## config.mk

```make
export PLATFORM = sky130hd
export DESIGN_NAME = system_reset_controller
export DESIGN_NICKNAME = d
export VERILOG_FILES = /design/src/include/rstctl_pkg.sv /design/src/hw/system_reset_controller.sv
export VERILOG_INCLUDE_DIRS = /design/src /design/src/include
export SDC_FILE = /design/constraint.sdc
export NUM_CORES = 1
export LEC_CHECK = 0
export ABC_AREA = 1
export BUFFER_PORTS_ARGS = -buffer_cell sky130_fd_sc_hd__buf_2
export CORE_ASPECT_RATIO = 1.25
export CORE_MARGIN = 2
export CORE_UTILIZATION = 50
export DETAILED_ROUTE_END_ITERATION = 10
export GPL_TIMING_DRIVEN = 0
export PLACE_DENSITY = 0.75
export SYNTH_ARGS = -nofsm -noshare
export SYNTH_HDL_FRONTEND = slang
export SYNTH_SLANG_ARGS = --single-unit
export TNS_END_PERCENT = 100
```

## constraint.sdc

```tcl
create_clock -name core_clk -period 5.09 [get_ports core_clk]
set_clock_uncertainty 0.15 [all_clocks]
set_input_delay 1.018 -clock core_clk [delete_from_list [all_inputs] [get_ports core_clk]]
set_output_delay 1.018 -clock core_clk [all_outputs]
set_load 0.01 [all_outputs]
```

## src/include/rstctl_regs.svh

```systemverilog
`ifndef RSTCTL_REGS_SVH
`define RSTCTL_REGS_SVH

// register byte offsets on the avalon slave
`define RC_OFF_COMMAND    4'h0
`define RC_OFF_STATUS     4'h4
`define RC_OFF_CONFIG     4'h8

// password field shared by command and config writes
`define RC_KEY_MSB        31
`define RC_KEY_LSB        24
`define RC_KEY_VALUE      8'ha5

// command register bits
`define RC_CMD_CPU_BIT    0
`define RC_CMD_PER_BIT    2
`define RC_CMD_PIN_BIT    3

// status register fields
`define RC_ST_FALL_BIT    0
`define RC_ST_CAUSE_LSB   8
`define RC_ST_LEVEL_BIT   16
`define RC_ST_BUSY_BIT    17

// config register fields
`define RC_CFG_RSTEN_BIT  0
`define RC_CFG_IRQEN_BIT  4
`define RC_CFG_LEN_LSB    8
`define RC_CFG_RESET      32'h00000001

// last reset cause encodings
`define RC_CAUSE_GENERAL  3'h0
`define RC_CAUSE_WDOG     3'h2
`define RC_CAUSE_SOFT     3'h3
`define RC_CAUSE_USER     3'h4

// duration of watchdog, software and user startup phases, core_clk cycles
`define RC_HOLD_CYCLES    3
// general reset pulse: 2^(0+1) cycles with the default length field
`define RC_GEN_PULSE      17'h00002

`endif

```

## src/include/rstctl_pkg.sv

```systemverilog
package rstctl_pkg;

  // reset state manager states
  typedef enum logic [2:0] {
    ST_GENERAL,
    ST_RUN,
    ST_WDOG,
    ST_SOFT,
    ST_USER
  } rst_state_t;

  // last reset cause field
  typedef logic [2:0] cause_t;

endpackage : rstctl_pkg

```

## src/hw/system_reset_controller.sv

```systemverilog
`include "rstctl_regs.svh"

// Overview of operation
// - drive cpu, peripheral and pin resets, low active
// - low synchronized pin requests user reset if enabled
// - pin level readable; fall flag cleared by status read
// - irq enable turns pin event into interrupt
// - pin pulse lasts 2^(length+1) cycles
// - config survives all resets except general
// - last cause updated at cpu reset release
// - general reset clears config, pin rises two cycles later
// - watchdog reset lasts three cycles
// - watchdog selector picks cpu only or full reset
// - disabled watchdog reset ignores faults
// - command bits reset cpu, peripherals or pulse pin
// - any command bit starts three cycle software reset
// - command resets assert at write, release synchronously
// - own command pin pulse never seen as user
// - software cause recorded only with cpu bit
// - busy flag blocks command writes until done
// - enabled low pin enters user reset immediately
// - user reset ends three cycles after pin high
// - pin held low keeps internal resets asserted
// - priority general, watchdog, software, user
// - cause codes 0,2,3,4, rest reserved
// - writes need key 0xa5 else dropped
module system_reset_controller #(
  parameter int HOLD_CYCLES = `RC_HOLD_CYCLES  // cycles of a timed reset phase
) (
  // clock and supply reset
  input  wire logic        core_clk,
  input  wire logic        nrst,
  // avalon-mm slave
  input  wire logic [3:0]  avs_address,
  input  wire logic        avs_read,
  input  wire logic        avs_write,
  input  wire logic [31:0] avs_writedata,
  input  wire logic [3:0]  avs_byteenable,
  output logic      [31:0] avs_readdata,
  output logic             avs_waitrequest,
  // watchdog side
  input  wire logic        wdog_fault,
  input  wire logic        wdog_fault_reset_enable,
  input  wire logic        wdog_cpu_only,
  // reset outputs
  output logic             proc_nrst,
  output logic             periph_nrst,
  // external reset pin, open drain
  input  wire logic        pin_in,
  output logic             pin_out,
  output logic             pin_oe,
  // pin event interrupt
  output logic             pin_irq
);

  // elaboration check: hold counter is 8 bits wide
  if (HOLD_CYCLES < 1 || HOLD_CYCLES > 255) begin : g_bad_hold
    $error("HOLD_CYCLES out of range");
  end

  localparam logic [7:0] HOLD = 8'(HOLD_CYCLES);

  // state and counters
  rstctl_pkg::rst_state_t state;           // reset state manager
  rstctl_pkg::rst_state_t next_state;
  logic [7:0]             hold_cnt;        // remaining cycles of timed phase
  logic [7:0]             next_hold;
  logic [16:0]            pulse_cnt;       // remaining pin pulse cycles
  logic [16:0]            next_pulse;
  logic                   assert_cpu;      // cpu reset requested by state
  logic                   next_cpu;
  logic                   assert_per;      // peripheral reset requested by state
  logic                   next_per;
  logic                   pulse_start;     // reload pin pulse counter
  logic                   load_cause;      // cause update at release
  rstctl_pkg::cause_t     cause_val;
  rstctl_pkg::cause_t     last_cause;
  logic                   cmd_in_progress; // software command busy
  logic                   next_busy;

  // config fields
  logic                   pin_reset_enable;
  logic                   pin_event_irq_enable;
  logic [3:0]             pin_pulse_length;

  // pin synchronizer and edge state
  logic                   pin_meta;        // first stage, read by pin_sync only
  logic                   pin_sync;        // synchronized pin level
  logic                   pin_prev;        // previous synchronized level
  logic [1:0]             own_mask;        // trails pin_oe by the sync lag
  logic                   pin_fall_seen;
  logic                   next_fall;

  // decode pulse length into a cycle count
  function automatic logic [16:0] pulse_cycles(input logic [3:0] len);
    pulse_cycles = 17'h00001 << (5'(len) + 5'h01);
  endfunction : pulse_cycles

  // bus decode
  wire        bus_req    = avs_read | avs_write;
  wire        full_word  = (avs_byteenable == 4'hf);
  wire        key_ok     = (avs_writedata[`RC_KEY_MSB:`RC_KEY_LSB] == `RC_KEY_VALUE);
  wire        wr_fire    = avs_write & ~avs_waitrequest & full_word & key_ok;
  wire        hit_cmd    = (avs_address == `RC_OFF_COMMAND);
  wire        hit_status = (avs_address == `RC_OFF_STATUS);
  wire        hit_cfg    = (avs_address == `RC_OFF_CONFIG);
  wire        rd_take    = avs_read & avs_waitrequest & hit_status;
  wire        cfg_write  = wr_fire & hit_cfg;
  wire [2:0]  cmd_bits   = {avs_writedata[`RC_CMD_PIN_BIT], avs_writedata[`RC_CMD_PER_BIT],
                            avs_writedata[`RC_CMD_CPU_BIT]};
  // command writes while busy have no effect at all; config writes still land
  wire        cmd_fire   = wr_fire & hit_cmd & (|cmd_bits) & ~cmd_in_progress;

  // status and config read images; key field reads as zero
  wire [31:0] status_word = (32'(pin_fall_seen) << `RC_ST_FALL_BIT)
                          | (32'(last_cause) << `RC_ST_CAUSE_LSB)
                          | (32'(pin_sync) << `RC_ST_LEVEL_BIT)
                          | (32'(cmd_in_progress) << `RC_ST_BUSY_BIT);
  wire [31:0] config_word = (32'(pin_reset_enable) << `RC_CFG_RSTEN_BIT)
                          | (32'(pin_event_irq_enable) << `RC_CFG_IRQEN_BIT)
                          | (32'(pin_pulse_length) << `RC_CFG_LEN_LSB);
  // command register is write only; unmapped reads return zero
  wire [31:0] rd_mux      = hit_status ? status_word :
                            hit_cfg    ? config_word : 32'h00000000;

  // event decode
  wire wdog_hit  = wdog_fault & wdog_fault_reset_enable;
  wire own_pulse = pin_oe | own_mask[0] | own_mask[1];
  // irq enable diverts the pin event away from a reset
  wire user_low  = ~pin_sync & pin_reset_enable & ~pin_event_irq_enable
                 & ~own_pulse;
  wire pin_fell  = pin_prev & ~pin_sync;

  // one wait cycle per access, then the answer
  always_ff @(posedge core_clk or negedge nrst) begin
    if (!nrst) begin
      avs_waitrequest <= 1'b1;
      avs_readdata    <= 32'h00000000;
    end else begin
      avs_waitrequest <= ~(bus_req & avs_waitrequest);
      if (avs_read & avs_waitrequest) begin
        avs_readdata <= rd_mux;
      end
    end
  end

  // config survives every reset this block makes; only nrst clears it
  always_ff @(posedge core_clk or negedge nrst) begin
    if (!nrst) begin
      pin_reset_enable     <= 1'b1;
      pin_event_irq_enable <= 1'b0;
      pin_pulse_length     <= 4'h0;
    end else if (cfg_write) begin
      pin_reset_enable     <= avs_writedata[`RC_CFG_RSTEN_BIT];
      pin_event_irq_enable <= avs_writedata[`RC_CFG_IRQEN_BIT];
      pin_pulse_length     <= avs_writedata[`RC_CFG_LEN_LSB +: 4];
    end
  end

  // two-flop synchronizer; only the second stage feeds logic
  always_ff @(posedge core_clk or negedge nrst) begin
    if (!nrst) begin
      pin_meta <= 1'b1;
      pin_sync <= 1'b1;
      pin_prev <= 1'b1;
      own_mask <= 2'b11;
    end else begin
      pin_meta <= pin_in;
      pin_sync <= pin_meta;
      pin_prev <= pin_sync;
      own_mask <= {own_mask[0], pin_oe};
    end
  end

  // sticky fall flag: a fall in the read cycle wins over the clear
  assign next_fall = pin_fell | (pin_fall_seen & ~rd_take);

  always_ff @(posedge core_clk or negedge nrst) begin
    if (!nrst) begin
      pin_fall_seen <= 1'b0;
      pin_irq       <= 1'b0;
    end else begin
      pin_fall_seen <= next_fall;
      pin_irq       <= next_fall & pin_event_irq_enable;
    end
  end

  // pin pulse counter; a restart reloads the full length
  assign next_pulse = pulse_start        ? pulse_cycles(pin_pulse_length) :
                      (pulse_cnt != '0)  ? pulse_cnt - 17'h00001 : pulse_cnt;

  always_ff @(posedge core_clk or negedge nrst) begin
    if (!nrst) begin
      pulse_cnt <= `RC_GEN_PULSE;
      pin_oe    <= 1'b1;
      pin_out   <= 1'b0;
    end else begin
      pulse_cnt <= next_pulse;
      pin_oe    <= (next_pulse != '0);
      pin_out   <= 1'b0;
    end
  end

  // reset state manager next-state logic
  always_comb begin
    next_state  = state;
    next_hold   = hold_cnt;
    next_cpu    = assert_cpu;
    next_per    = assert_per;
    next_busy   = cmd_in_progress;
    pulse_start = 1'b0;
    load_cause  = 1'b0;
    cause_val   = last_cause;
    case (state)
      // supply reset tail: hold cpu until the power-up pulse ends
      rstctl_pkg::ST_GENERAL: begin
        if (!pin_oe) begin
          next_state = rstctl_pkg::ST_RUN;
          next_cpu   = 1'b0;
          next_per   = 1'b0;
          load_cause = 1'b1;
          cause_val  = `RC_CAUSE_GENERAL;
        end
      end
      // watchdog beats software beats pin
      rstctl_pkg::ST_RUN: begin
        if (wdog_hit) begin
          next_state  = rstctl_pkg::ST_WDOG;
          next_hold   = HOLD;
          next_cpu    = 1'b1;
          next_per    = ~wdog_cpu_only;
          pulse_start = ~wdog_cpu_only;
        end else if (cmd_fire) begin
          next_state  = rstctl_pkg::ST_SOFT;
          next_hold   = HOLD;
          next_cpu    = cmd_bits[0];
          next_per    = cmd_bits[1];
          pulse_start = cmd_bits[2];
          next_busy   = 1'b1;
        end else if (user_low) begin
          next_state  = rstctl_pkg::ST_USER;
          next_hold   = HOLD;
          next_cpu    = 1'b1;
          next_per    = 1'b1;
          pulse_start = 1'b1;
        end
      end
      // software reset: watchdog may take over, pin is ignored
      rstctl_pkg::ST_SOFT: begin
        if (wdog_hit) begin
          next_state  = rstctl_pkg::ST_WDOG;
          next_hold   = HOLD;
          next_cpu    = 1'b1;
          next_per    = ~wdog_cpu_only;
          pulse_start = ~wdog_cpu_only;
          next_busy   = 1'b0;
        end else if (hold_cnt == 8'h01) begin
          next_state = rstctl_pkg::ST_RUN;
          next_cpu   = 1'b0;
          next_per   = 1'b0;
          next_busy  = 1'b0;
          load_cause = assert_cpu;
          cause_val  = `RC_CAUSE_SOFT;
        end else begin
          next_hold = hold_cnt - 8'h01;
        end
      end
      // watchdog reset: nothing preempts it
      rstctl_pkg::ST_WDOG: begin
        if (hold_cnt == 8'h01) begin
          next_state = rstctl_pkg::ST_RUN;
          next_cpu   = 1'b0;
          next_per   = 1'b0;
          load_cause = 1'b1;
          cause_val  = `RC_CAUSE_WDOG;
        end else begin
          next_hold = hold_cnt - 8'h01;
        end
      end
      // user reset: startup count restarts while the pin is low
      rstctl_pkg::ST_USER: begin
        if (!pin_sync || pin_oe) begin
          next_hold = HOLD;
        end else if (hold_cnt == 8'h01) begin
          next_state = rstctl_pkg::ST_RUN;
          next_cpu   = 1'b0;
          next_per   = 1'b0;
          load_cause = 1'b1;
          cause_val  = `RC_CAUSE_USER;
        end else begin
          next_hold = hold_cnt - 8'h01;
        end
      end
      default: begin
        next_state = rstctl_pkg::ST_RUN;
        next_cpu   = 1'b0;
        next_per   = 1'b0;
      end
    endcase
  end

  // state registers; outputs come from flops of the next request
  always_ff @(posedge core_clk or negedge nrst) begin
    if (!nrst) begin
      state           <= rstctl_pkg::ST_GENERAL;
      hold_cnt        <= 8'h00;
      assert_cpu      <= 1'b1;
      assert_per      <= 1'b1;
      cmd_in_progress <= 1'b0;
      last_cause      <= `RC_CAUSE_GENERAL;
      proc_nrst       <= 1'b0;
      periph_nrst     <= 1'b0;
    end else begin
      state           <= next_state;
      hold_cnt        <= next_hold;
      assert_cpu      <= next_cpu;
      assert_per      <= next_per;
      cmd_in_progress <= next_busy;
      if (load_cause) begin
        last_cause <= cause_val;
      end
      proc_nrst       <= ~next_cpu;
      periph_nrst     <= ~next_per;
    end
  end

  // helper: measure each pin pulse against its programmed length
  logic [16:0] oe_len;
  logic [16:0] oe_want;
  always_ff @(posedge core_clk or negedge nrst) begin
    if (!nrst) begin
      oe_len  <= 17'h00000;  // the power-up pulse is counted from release
      oe_want <= `RC_GEN_PULSE;
    end else if (pulse_start) begin
      oe_len  <= 17'h00000;
      oe_want <= pulse_cycles(pin_pulse_length);
    end else if (pin_oe) begin
      oe_len  <= oe_len + 17'h00001;
    end
  end
endmodule : system_reset_controller

```

==> reports/metrics.cfg, run 1 <==
[clock_network]
post_cts_buffers = 0
cts.sinks = 59
cts_resized = 0
htree_num_levels = 3
clk_latency_ps = 340
holdBufCountCts = 0
clockBufferDepth = 2
clk_pin_slew_worst_paths_ps = 70
clockRootBuffer = clkbuf_8
cts_made_buffers = 9
cts_tree = done

[worst_setup_path]
worstPathMaxFanout = 5
crit_type = in2reg
worst_setup_path_start_kind = input pin
required_ps = 5180
arrival_ps = 2730
cp-end-kind = flip-flop

[sta]
max_freq_mhz = 378
min_period_over_period = 0.519
rsz0062_at_grt = no
finalSetupViolations = 0
slew_violations = 0
fin_crit_ps = 2640
worstMarginPinSlew_ps = 743
maxSlewHeadroom = 0.505
fin_tns_setup_ps = 0
final-hold-violation-count = 0

[grt]
grt_overflow = 0
grt_use_total = 0.230
grt_pass1_vias = 3335
grt_max_degree = 60
antenna_found_initial = 0
grt_pass1_wl_um = 14400

[floorplanning]
die_h_um = 100
core_sq_um = 7270
io_pins = 86
fp.dieW_um = 81.0
rows = 35
die_area_sq_um = 8120
start_util = 0.510

[yosys]
ys_warn_count = 0
synthTopCellsByArea = dfrtp_1 (32%), nand2_1 (13%), dfstp_2 (7.8%), inv_1 (7.5%), nor2_1 (6.7%)
ys_types = 42
synthesis.area_sq_um = 3710
syn_inst = 518
synth_area_per_cell_sq_um = 7.15
synth_top_area_share = 0.324
synth_area_leader_cell = dfrtp_1
synth-seq-cells = 59
yosysSeqAreaShare = 0.402

[routing]
drc = 0
vias_per_cell = 4.90
wl_per_cell_um = 12.3
dr_total_vias = 3401
wirelength_um = 8540
ant_nets = 0
first_pass_iters = 5
dr.first_iter.drc_count = 153

[cells_and_area]
syn2layout_area_growth_pct = 16.0
final_area_sq_um = 4300
diodes = 0
final_nets = 648
mostFrequentLayoutCell = nand2_1
mostFrequentLayoutCells = nand2_1 (126), inv_1 (74), nor2_1 (66), dfrtp_1 (48), buf_2 (44)
fillCellCount = 729
drive_gt1_frac = 0.209

[power_and_ir_drop]
ir_worst_vdd_v = 0.000323
leakagePower_nw = 2.32
power.density_nw_per_um2 = 441

[placement]
place_area_sq_um = 4130
gp_congestion = 0.910
portBuffers = 44
dpl.hpwl_um = 6670

[status]
status = completed

[job]
cap_violations = 0

[worst_hold_path]
hp-class = reg2reg

power breakdown:
group / switching, mW / total, mW / internal [mW]
clock: 0.177 / 0.365 / 0.188
combinational: 0.524 / 0.822 / 0.298
sequential: 0.109 / 0.708 / 0.600
state kept, by name, summed over array words and instances, names as in the netlist, 2 cells and up:
name,count
own_mask,2
last_cause,3
hold_cnt,8
pin_pulse_length,4
avs_readdata,8
state,3
pulse_cnt,17
path summary, 6_finish.rpt:
check	to	startpoint	slack, ps	cells past startpoint
max in group asynchronous	pin_pulse_length[2]$_DFFE_PN0P_	nrst	3700	1
worst min register to register	pin_sync$_DFF_PN1_	pin_meta$_DFF_PN1_	210	0
worst min-delay path	pin_sync$_DFF_PN1_	pin_meta$_DFF_PN1_	210	0
worst max register to register	pin_oe$_DFF_PN1_	pulse_cnt[0]$_DFF_PN0_	2640	13
min in group asynchronous	hold_cnt[7]$_DFFE_PN0P_	nrst	590	1
worst max-delay path	pin_oe$_DFF_PN1_	avs_address[1]	2450	15
stage by stage:
stage	power [mW]	hold slack, ps	utilization	cells	worst slack (ps)
2_1_floorplan	1.33	195	-	542	2620
3_3_place_gp	1.51	199	0.568	678	2160
3_5_place_dp	1.53	197	0.568	678	2140
4_1_cts	1.90	207	0.591	694	2480
5_1_grt	2.07	220	0.591	694	2230
6_report	1.90	206	0.591	694	2450
final cells by class:
| cell class | count | area, sq um | share of cell area |
|---|---|---|---|
| buffer | 32 | 226 | 0.0527 |
| clock buffer | 13 | 149 | 0.0346 |
| clock inverter | 3 | 15.0 | 0.00349 |
| inverter | 78 | 293 | 0.0681 |
| multi-input combinational | 373 | 1790 | 0.416 |
| sequential | 59 | 1490 | 0.347 |
| tap | 92 | 115 | 0.0268 |
| timing repair buffer | 44 | 223 | 0.0518 |
critical path, stage by stage:
cell     delay [ps]
buf_2            90
nor2_1          130
nand3_1         110
nor2_2          170
nand2_2         110
nand2_2         100
nand2_1          80
nand2_1          70
nand2_1         160
nand2_2         150
nand2_1          70
nand2_1          80
nand2_1          60
nor2_1          190
nand4_1         150
cell usage after synthesis, drive strengths merged:
cell type,number
nor4,1
dfrtp,48
a22oi,1
clkbuf,4
o21ai,29
nor3,18
xor2,8
o22ai,1
ha,3
dfstp,11
o311ai,1
a22o,1
nand2,134
a31oi,1
nor2,74
a21oi,13
inv,78
or3,1
o31ai,2
nand3,37
o211ai,3
o221ai,3
nand3b,4
nand4,3
buf,28
a31o,2
or2,3
conb,1
nor4b,1
o2111ai,1
and3,3
routing by layer:
layer,global-route usage,vias up,share of wire
met5,0,-,0
met4,0.111,0,0.026
met1,0.254,1562,0.41
met3,0.0432,19,0.034
met2,0.417,68,0.53
li1,-,1752,-
cell families (layout without fill, tap and decap cells):
logic type                 count (synthesis)  in the layout  share of synthesized area
buffers and inverters                    110            170                      0.140
DFF                                       59             59                      0.402
and+or+nand+nor                          279            279                      0.333
other                                      1             25                    0.00101
xor gates and xnor gates                   8              8                     0.0189
AOI/OAI and AO/OA                         58             58                     0.0952
adders and majority gates                  3              3                     0.0101
(Power assumes the default switching activity.)
==> run 2, diff against run 1 <==
Settings changed: ABC_AREA 1 to 0, CORE_UTILIZATION 50 to 48, PLACE_DENSITY 0.75 to 0.76.
Clock period 5.09 ns to 2.4 ns, I/O delays scaled along.
==> reports/metrics.cfg, run 2 <==
[routing]
drc = 0  ; unchanged
wl_per_cell_um = 15.6  ; was 12.3 um
vias_per_cell = 5.56  ; was 4.90
dr_total_vias = 3163  ; was 3401
dr.first_iter.drc_count = 289  ; was 153
ant_nets = 0  ; unchanged
first_pass_iters = 4  ; was 5
wirelength_um = 8890  ; was 8540 um

[yosys]
synthMostInstantiatedCell = dfrtp_1  ; was nand2_1
ys_types = 64  ; was 42
synthTopCellsByArea = dfrtp_1 (35%), dfstp_2 (8.4%), buf_4 (5.4%), a21oi_1 (4.8%), nand2_1 (4.0%)  ; was dfrtp_1 (32%), nand2_1 (13%), dfstp_2 (7.8%), inv_1 (7.5%), nor2_1 (6.7%)
synth_edf_count = 0  ; unchanged
ys.flop_type = dfrtp_1  ; unchanged
synth_area_per_cell_sq_um = 9.21  ; was 7.15 sq um
synth_area_leader_cell = dfrtp_1  ; unchanged
syn_inst = 375  ; was 518
ys_warn_count = 0  ; unchanged
synth.top_cells.by_count = dfrtp_1 (48), nand2_1 (37), a21oi_1 (33)  ; was nand2_1 (126), inv_1 (74), nor2_1 (66)
yosysSeqAreaShare = 0.431  ; was 0.402
synth_top_area_share = 0.348  ; was 0.324
synth-seq-cells = 59  ; unchanged
async_reset_ff_frac = 1.00  ; unchanged
synthesis.area_sq_um = 3450  ; was 3710 sq um

[sta]
finalSetupViolations = 2  ; was 0
fin_crit_ps = 2420
min_period_over_period = 1.01
hold_ws_ps = 69.4  ; was 206 ps
max_freq_mhz = 414
fin_ws_ps = -17.1  ; was 2450 ps
rsz0062_at_grt = yes  ; was no
maxSlewHeadroom = 0.477  ; was 0.505
final-hold-violation-count = 0  ; unchanged
slew_violations = 0  ; unchanged
worstMarginPinSlew_ps = 778  ; was 743 ps

[worst_setup_path]
crit_type = reg2reg  ; was in2reg
worstPathMaxFanout = 3  ; was 5
cp-end-kind = flip-flop  ; unchanged
required_ps = 2500  ; was 5180 ps
worst_setup_path_start_kind = flip-flop  ; was input pin
arrival_ps = 2510  ; was 2730 ps

[power_and_ir_drop]
leakagePower_nw = 1.98  ; was 2.32 nW
ir_worst_vdd_v = 0.000570  ; was 0.000323 V
power.density_nw_per_um2 = 948  ; was 441 nW/um^2

[floorplanning]
rows = 34  ; was 35
core_sq_um = 6980  ; was 7270 sq um
start_util = 0.495  ; was 0.510
io_pins = 86  ; unchanged
die_h_um = 98.9  ; was 100 um
fp.dieW_um = 79.9  ; was 81.0 um
die_area_sq_um = 7900  ; was 8120 sq um

[clock_network]
htree_num_levels = 3  ; unchanged
cts_made_buffers = 9  ; unchanged
clk_latency_ps = 340  ; about the same
clockBufferDepth = 2  ; unchanged
cts.sinks = 59  ; unchanged
clockRootBuffer = clkbuf_8  ; unchanged
cts_tree = done  ; unchanged
holdBufCountCts = 0  ; unchanged
clk_pin_slew_worst_paths_ps = 80  ; was 70 ps

[placement]
pre_cts_ws_ps = -623  ; was 2140 ps
placed_cells = 533  ; was 678
gp_congestion = 0.913  ; was 0.910
dpl.hpwl_um = 5990  ; was 6670 um
portBuffers = 44  ; unchanged

[grt]
grt_overflow = 0  ; unchanged
groute.layer.met3.usage = 0.0357  ; was 0.0432
grt_max_degree = 60  ; unchanged
gr-usage-met1 = 0.297  ; was 0.254
antenna_found_initial = 0  ; unchanged
grt_pass1_wl_um = 14300  ; was 14400 um
grt_use_met2 = 0.380  ; was 0.417
grt_pass1_vias = 2962  ; was 3335
grt_use_total = 0.230  ; about the same
busiest_layer = met2  ; unchanged

[cells_and_area]
reg_top3 = pulse_cnt x17, avs_readdata x8, hold_cnt x8  ; unchanged
drive_gt1_frac = 0.342  ; was 0.209
final_nets = 525  ; was 648
largest_reg_flops = 17  ; unchanged
multi_input_area_sq_um = 1920  ; was 1790 sq um
fillCellCount = 602  ; was 729
top_register = pulse_cnt  ; unchanged
regArea_sq_um = 1490  ; about the same
mostFrequentLayoutCell = buf_4  ; was nand2_1
instances_no_fill = 569  ; was 694
syn2layout_area_growth_pct = 26.6  ; was 16.0%
diodes = 0  ; unchanged
mostFrequentLayoutCells = buf_4 (47), dfrtp_1 (46), buf_2 (45), nand2_1 (37), a21oi_1 (31)  ; was nand2_1 (126), inv_1 (74), nor2_1 (66), dfrtp_1 (48), buf_2 (44)

[job]
cap_violations = 0  ; unchanged

[status]
violations = setup timing
status = finished, violations left  ; was completed

[worst_hold_path]
hp-class = in2async  ; was reg2reg

-- run 2: cell types whose count changed after synthesis, moves of 6 or more --
cell / change
xor2_1: -6
nand3_1: -29
mux2_2: +8
or4_1: +7
nand2_2: -8
clkbuf_1: +7
a21oi_1: +20
nor2_1: -46
nor2b_1: +13
nand2_1: -89
a31oi_1: +8
inv_1: -65
xnor2_1: +7
nor3_1: -6
-- run 2: per-stage QoR --
| stage | utilization | total power [mW] | setup TNS [ps] | cell area (sq um) |
|---|---|---|---|---|
| after floorplan | - | 2.54 | -15.4 | 3550 |
| after global routing | 0.627 | 4.42 | -394 | 4370 |
| after detailed placement | 0.556 | 2.90 | -15910 | 3880 |
| final | 0.627 | 4.14 | -17.2 | 4370 |
| after global placement | 0.556 | 2.84 | -14110 | 3880 |
| after CTS | 0.608 | 3.94 | 0 | 4240 |
-- run 2: logic make-up after synthesis --
group / after synthesis / share of synthesized area
AND/OR/NAND/NOR: 144 / 0.233
AO/OA/AOI/OAI: 100 / 0.186
flip-flops: 59 / 0.431
buffers and inverters: 50 / 0.0866
XOR/XNOR: 9 / 0.0228
multiplexers: 9 / 0.0290
adder cells (fa/ha/maj): 3 / 0.0109
other: 1 / 0.00109
-- run 2: repair_timing --
action                                  in CTS  in global routing
pin swaps                                    9                  8
resized for setup                           20                 15
endpoints found under the setup margin      35                 31
endpoints found under the hold margin        0                  0
setup buffers                               12                  9
cloned                                       0                  1
-- run 2: per-layer routing --
metal,routed length [um],share of wire
met1,3710,0.42
met5,0,0
met2,4540,0.51
met4,246,0.028
met3,398,0.045
-- run 2: power by group --
| group | switching (mW) | leakage (nW) | total, mW | internal [mW] |
|---|---|---|---|---|
| Clock | 0.399 | 0.0958 | 0.871 | 0.472 |
| Combinational | 0.937 | 1.16 | 1.76 | 0.819 |
| Sequential | 0.260 | 0.725 | 1.52 | 1.26 |
| Total | 1.60 | 1.98 | 4.14 | 2.55 |
-- run 2: layout make-up --
type,instances,area share
tap,90,0.0258
buffer,39,0.0578
clock inverter,6,0.0132
multi-input combinational,291,0.438
inverter,9,0.00773
timing repair buffer,65,0.0870
clock buffer,10,0.0292
sequential,59,0.341
-- run 2: critical path: stages (launching register included) --
cell      delay (ps)
dfrtp_2          400
or4_4            540
or4_4            440
o21bai_4         210
xnor2_2          150
nor4_1           270
nand4_1          170
-- run 2: path summary, 6_finish.rpt --
check / to / startpoint / slack (ps) / cells past startpoint
min in group core_clk: pin_meta$_DFF_PN1_ / pin_in / 100 / 1
max reg2reg: pin_oe$_DFF_PN1_ / pulse_cnt[5]$_DFF_PN0_ / -20 / 6
min: hold_cnt[6]$_DFFE_PN0P_ / nrst / 70 / 1
max in group asynchronous: pulse_cnt[5]$_DFF_PN0_ / nrst / 1490 / 1
min reg2reg: pin_sync$_DFF_PN1_ / pin_meta$_DFF_PN1_ / 200 / 0
max: pin_oe$_DFF_PN1_ / pulse_cnt[5]$_DFF_PN0_ / -20 / 6
==> run 3, diff against run 2 <==
Settings changed: CORE_UTILIZATION 48 to 44, PLACE_DENSITY 0.76 to 0.71.
==> reports/metrics.cfg, run 3 (synthesis results as in run 2) <==
[routing]
drc = 0  ; unchanged
ant_nets = 0  ; unchanged
wirelength_um = 8910  ; was 8890 um
dr_total_vias = 3194  ; was 3163
vias_per_cell = 5.54  ; was 5.56
first_pass_iters = 5  ; was 4
wl_per_cell_um = 15.4  ; was 15.6 um
dr.first_iter.drc_count = 250  ; was 289

[placement]
portBuffers = 44  ; unchanged
gp_congestion = 0.912  ; was 0.913
dpl.hpwl_um = 5920  ; was 5990 um

[grt]
antenna_found_initial = 0  ; unchanged
grt_pass1_vias = 2918  ; was 2962
grt_max_degree = 60  ; unchanged
grt_overflow = 0  ; unchanged
grt_pass1_wl_um = 13700  ; was 14300 um
grt_use_total = 0.198  ; was 0.230

[cells_and_area]
reg_top3 = pulse_cnt x17, avs_readdata x8, hold_cnt x8  ; unchanged
top_register = pulse_cnt  ; unchanged
final_util = 0.575  ; was 0.627
largest_reg_flops = 17  ; unchanged
syn2layout_area_growth_pct = 28.2  ; was 26.6%
drive_gt1_frac = 0.355  ; was 0.342
mostFrequentLayoutCells = buf_4 (51), dfrtp_1 (46), buf_2 (45), nand2_1 (37), a21oi_1 (29)  ; was buf_4 (47), dfrtp_1 (46), buf_2 (45), nand2_1 (37), a21oi_1 (31)
mostFrequentLayoutCell = buf_4  ; unchanged
diodes = 0  ; unchanged
final_nets = 528  ; was 525

[sta]
slew_violations = 0  ; unchanged
fin_ws_ps = -133  ; was -17.1 ps
max_freq_mhz = 395  ; was 414 MHz
final-hold-violation-count = 0  ; unchanged
maxSlewHeadroom = 0.455  ; was 0.477
worstMarginPinSlew_ps = 810  ; was 778 ps
rsz0062_at_grt = yes  ; unchanged
finalSetupViolations = 1  ; was 2
hold_ws_ps = 66.9  ; was 69.4 ps
fin_crit_ps = 2530  ; was 2420 ps
fin_tns_setup_ps = -133  ; was -17.2 ps
min_period_over_period = 1.06  ; was 1.01

[clock_network]
clk_latency_ps = 330  ; was 340 ps
cts_tree = done  ; unchanged
cts_made_buffers = 9  ; unchanged
cts.sinks = 59  ; unchanged
htree_num_levels = 3  ; unchanged
clockBufferDepth = 2  ; unchanged
clk_pin_slew_worst_paths_ps = 70  ; was 80 ps
clockRootBuffer = clkbuf_8  ; unchanged

[worst_setup_path]
arrival_ps = 2620  ; was 2510 ps
crit_type = reg2reg  ; unchanged
worst_setup_path_start_kind = flip-flop  ; unchanged
cp_slowest_cell = nor4_1  ; was or4_4
cp-end-kind = flip-flop  ; unchanged
max_stage_delay_ps = 610  ; was 540 ps
crit_path_cell_trace = nor4_1 > nand3_1 > o21ai_0 > xnor2_1 > nor4_2 > nand4_1  ; was or4_4 > or4_4 > o21bai_4 > xnor2_2 > nor4_1 > nand4_1
crit_buf_inv = 0  ; unchanged
required_ps = 2490  ; was 2500 ps
worstPathMaxFanout = 5  ; was 3
crit_family = simple AND/OR/NAND/NOR gates  ; unchanged

[power_and_ir_drop]
power_mw = 4.09  ; was 4.14 mW
power.density_nw_per_um2 = 924  ; was 948 nW/um^2
leakagePower_nw = 2.00  ; was 1.98 nW
ir_worst_vdd_v = 0.000644  ; was 0.000570 V

[worst_hold_path]
hp-class = in2async  ; unchanged

[status]
status = finished, violations left  ; unchanged
violations = setup timing  ; unchanged

[floorplanning]
start_util = 0.449  ; was 0.495
rows = 36  ; was 34
die_area_sq_um = 8580  ; was 7900 sq um
die_h_um = 103  ; was 98.9 um
fp.dieW_um = 83.3  ; was 79.9 um
io_pins = 86  ; unchanged
core_sq_um = 7700  ; was 6980 sq um

[job]
cap_violations = 0  ; unchanged

[run 3: timing repair]
action                                  CTS  global route
hold endpoints to repair                  0             0
pin swaps                                10            11
buffers inserted                         11            13
gates cloned                              0             1
endpoints found under the setup margin   33            30
hold buffers                              0             0
gates resized for setup                  20            30
[run 3: per-layer routing]
layer  up-vias  wire [um]  global-route usage
met4         0        203              0.0656
met3        25        496              0.0416
li1       1530          -                   -
met1      1507       3620               0.239
met5         -          0                   0
met2       132       4590               0.354
[run 3: worst register-to-register path: cells and delay by family (launching register included)]
family | cells | cell delay (ps)
and+or+nand+nor | 4 | 1300
AOI/OAI and AO/OA | 1 | 390
xor gates and xnor gates | 1 | 160
DFF | 1 | 430
[run 3: area by class of cell]
class / count / area, sq um
fill: 680 / 3270
multi-input combinational: 291 / 1950
sequential: 59 / 1490
timing repair buffer: 68 / 403
buffer: 39 / 262
clock buffer: 13 / 159
tap: 95 / 119
inverter: 9 / 33.8
clock inverter: 3 / 15.0
[run 3: metrics by stage]
stage,worst slack (ps),area (sq um),cells
after floorplan,-15.4,3550,399
after CTS,3.19,4230,564
final,-133,4430,577
after global routing,-217,4430,577
after detailed placement,-526,3890,538
after global placement,-575,3890,538
[run 3: power by group]
| part | internal, mW | switching, mW |
|---|---|---|
| Sequential | 1.26 | 0.266 |
| Clock | 0.426 | 0.377 |
| Combinational | 0.820 | 0.947 |
| Total | 2.50 | 1.59 |
[run 3: worst paths after layout]
check	startpoint	to	slack, ps	depth (start not counted)
min	nrst	pulse_cnt[0]$_DFF_PN0_	70	1
max reg2reg	pulse_cnt[13]$_DFF_PN0_	pin_oe$_DFF_PN1_	-130	6
max in group asynchronous	nrst	pulse_cnt[5]$_DFF_PN0_	1490	1
max	pulse_cnt[13]$_DFF_PN0_	pin_oe$_DFF_PN1_	-130	6
min in group core_clk	pin_in	pin_meta$_DFF_PN1_	90	1
min reg2reg	pin_meta$_DFF_PN1_	pin_sync$_DFF_PN1_	210	0
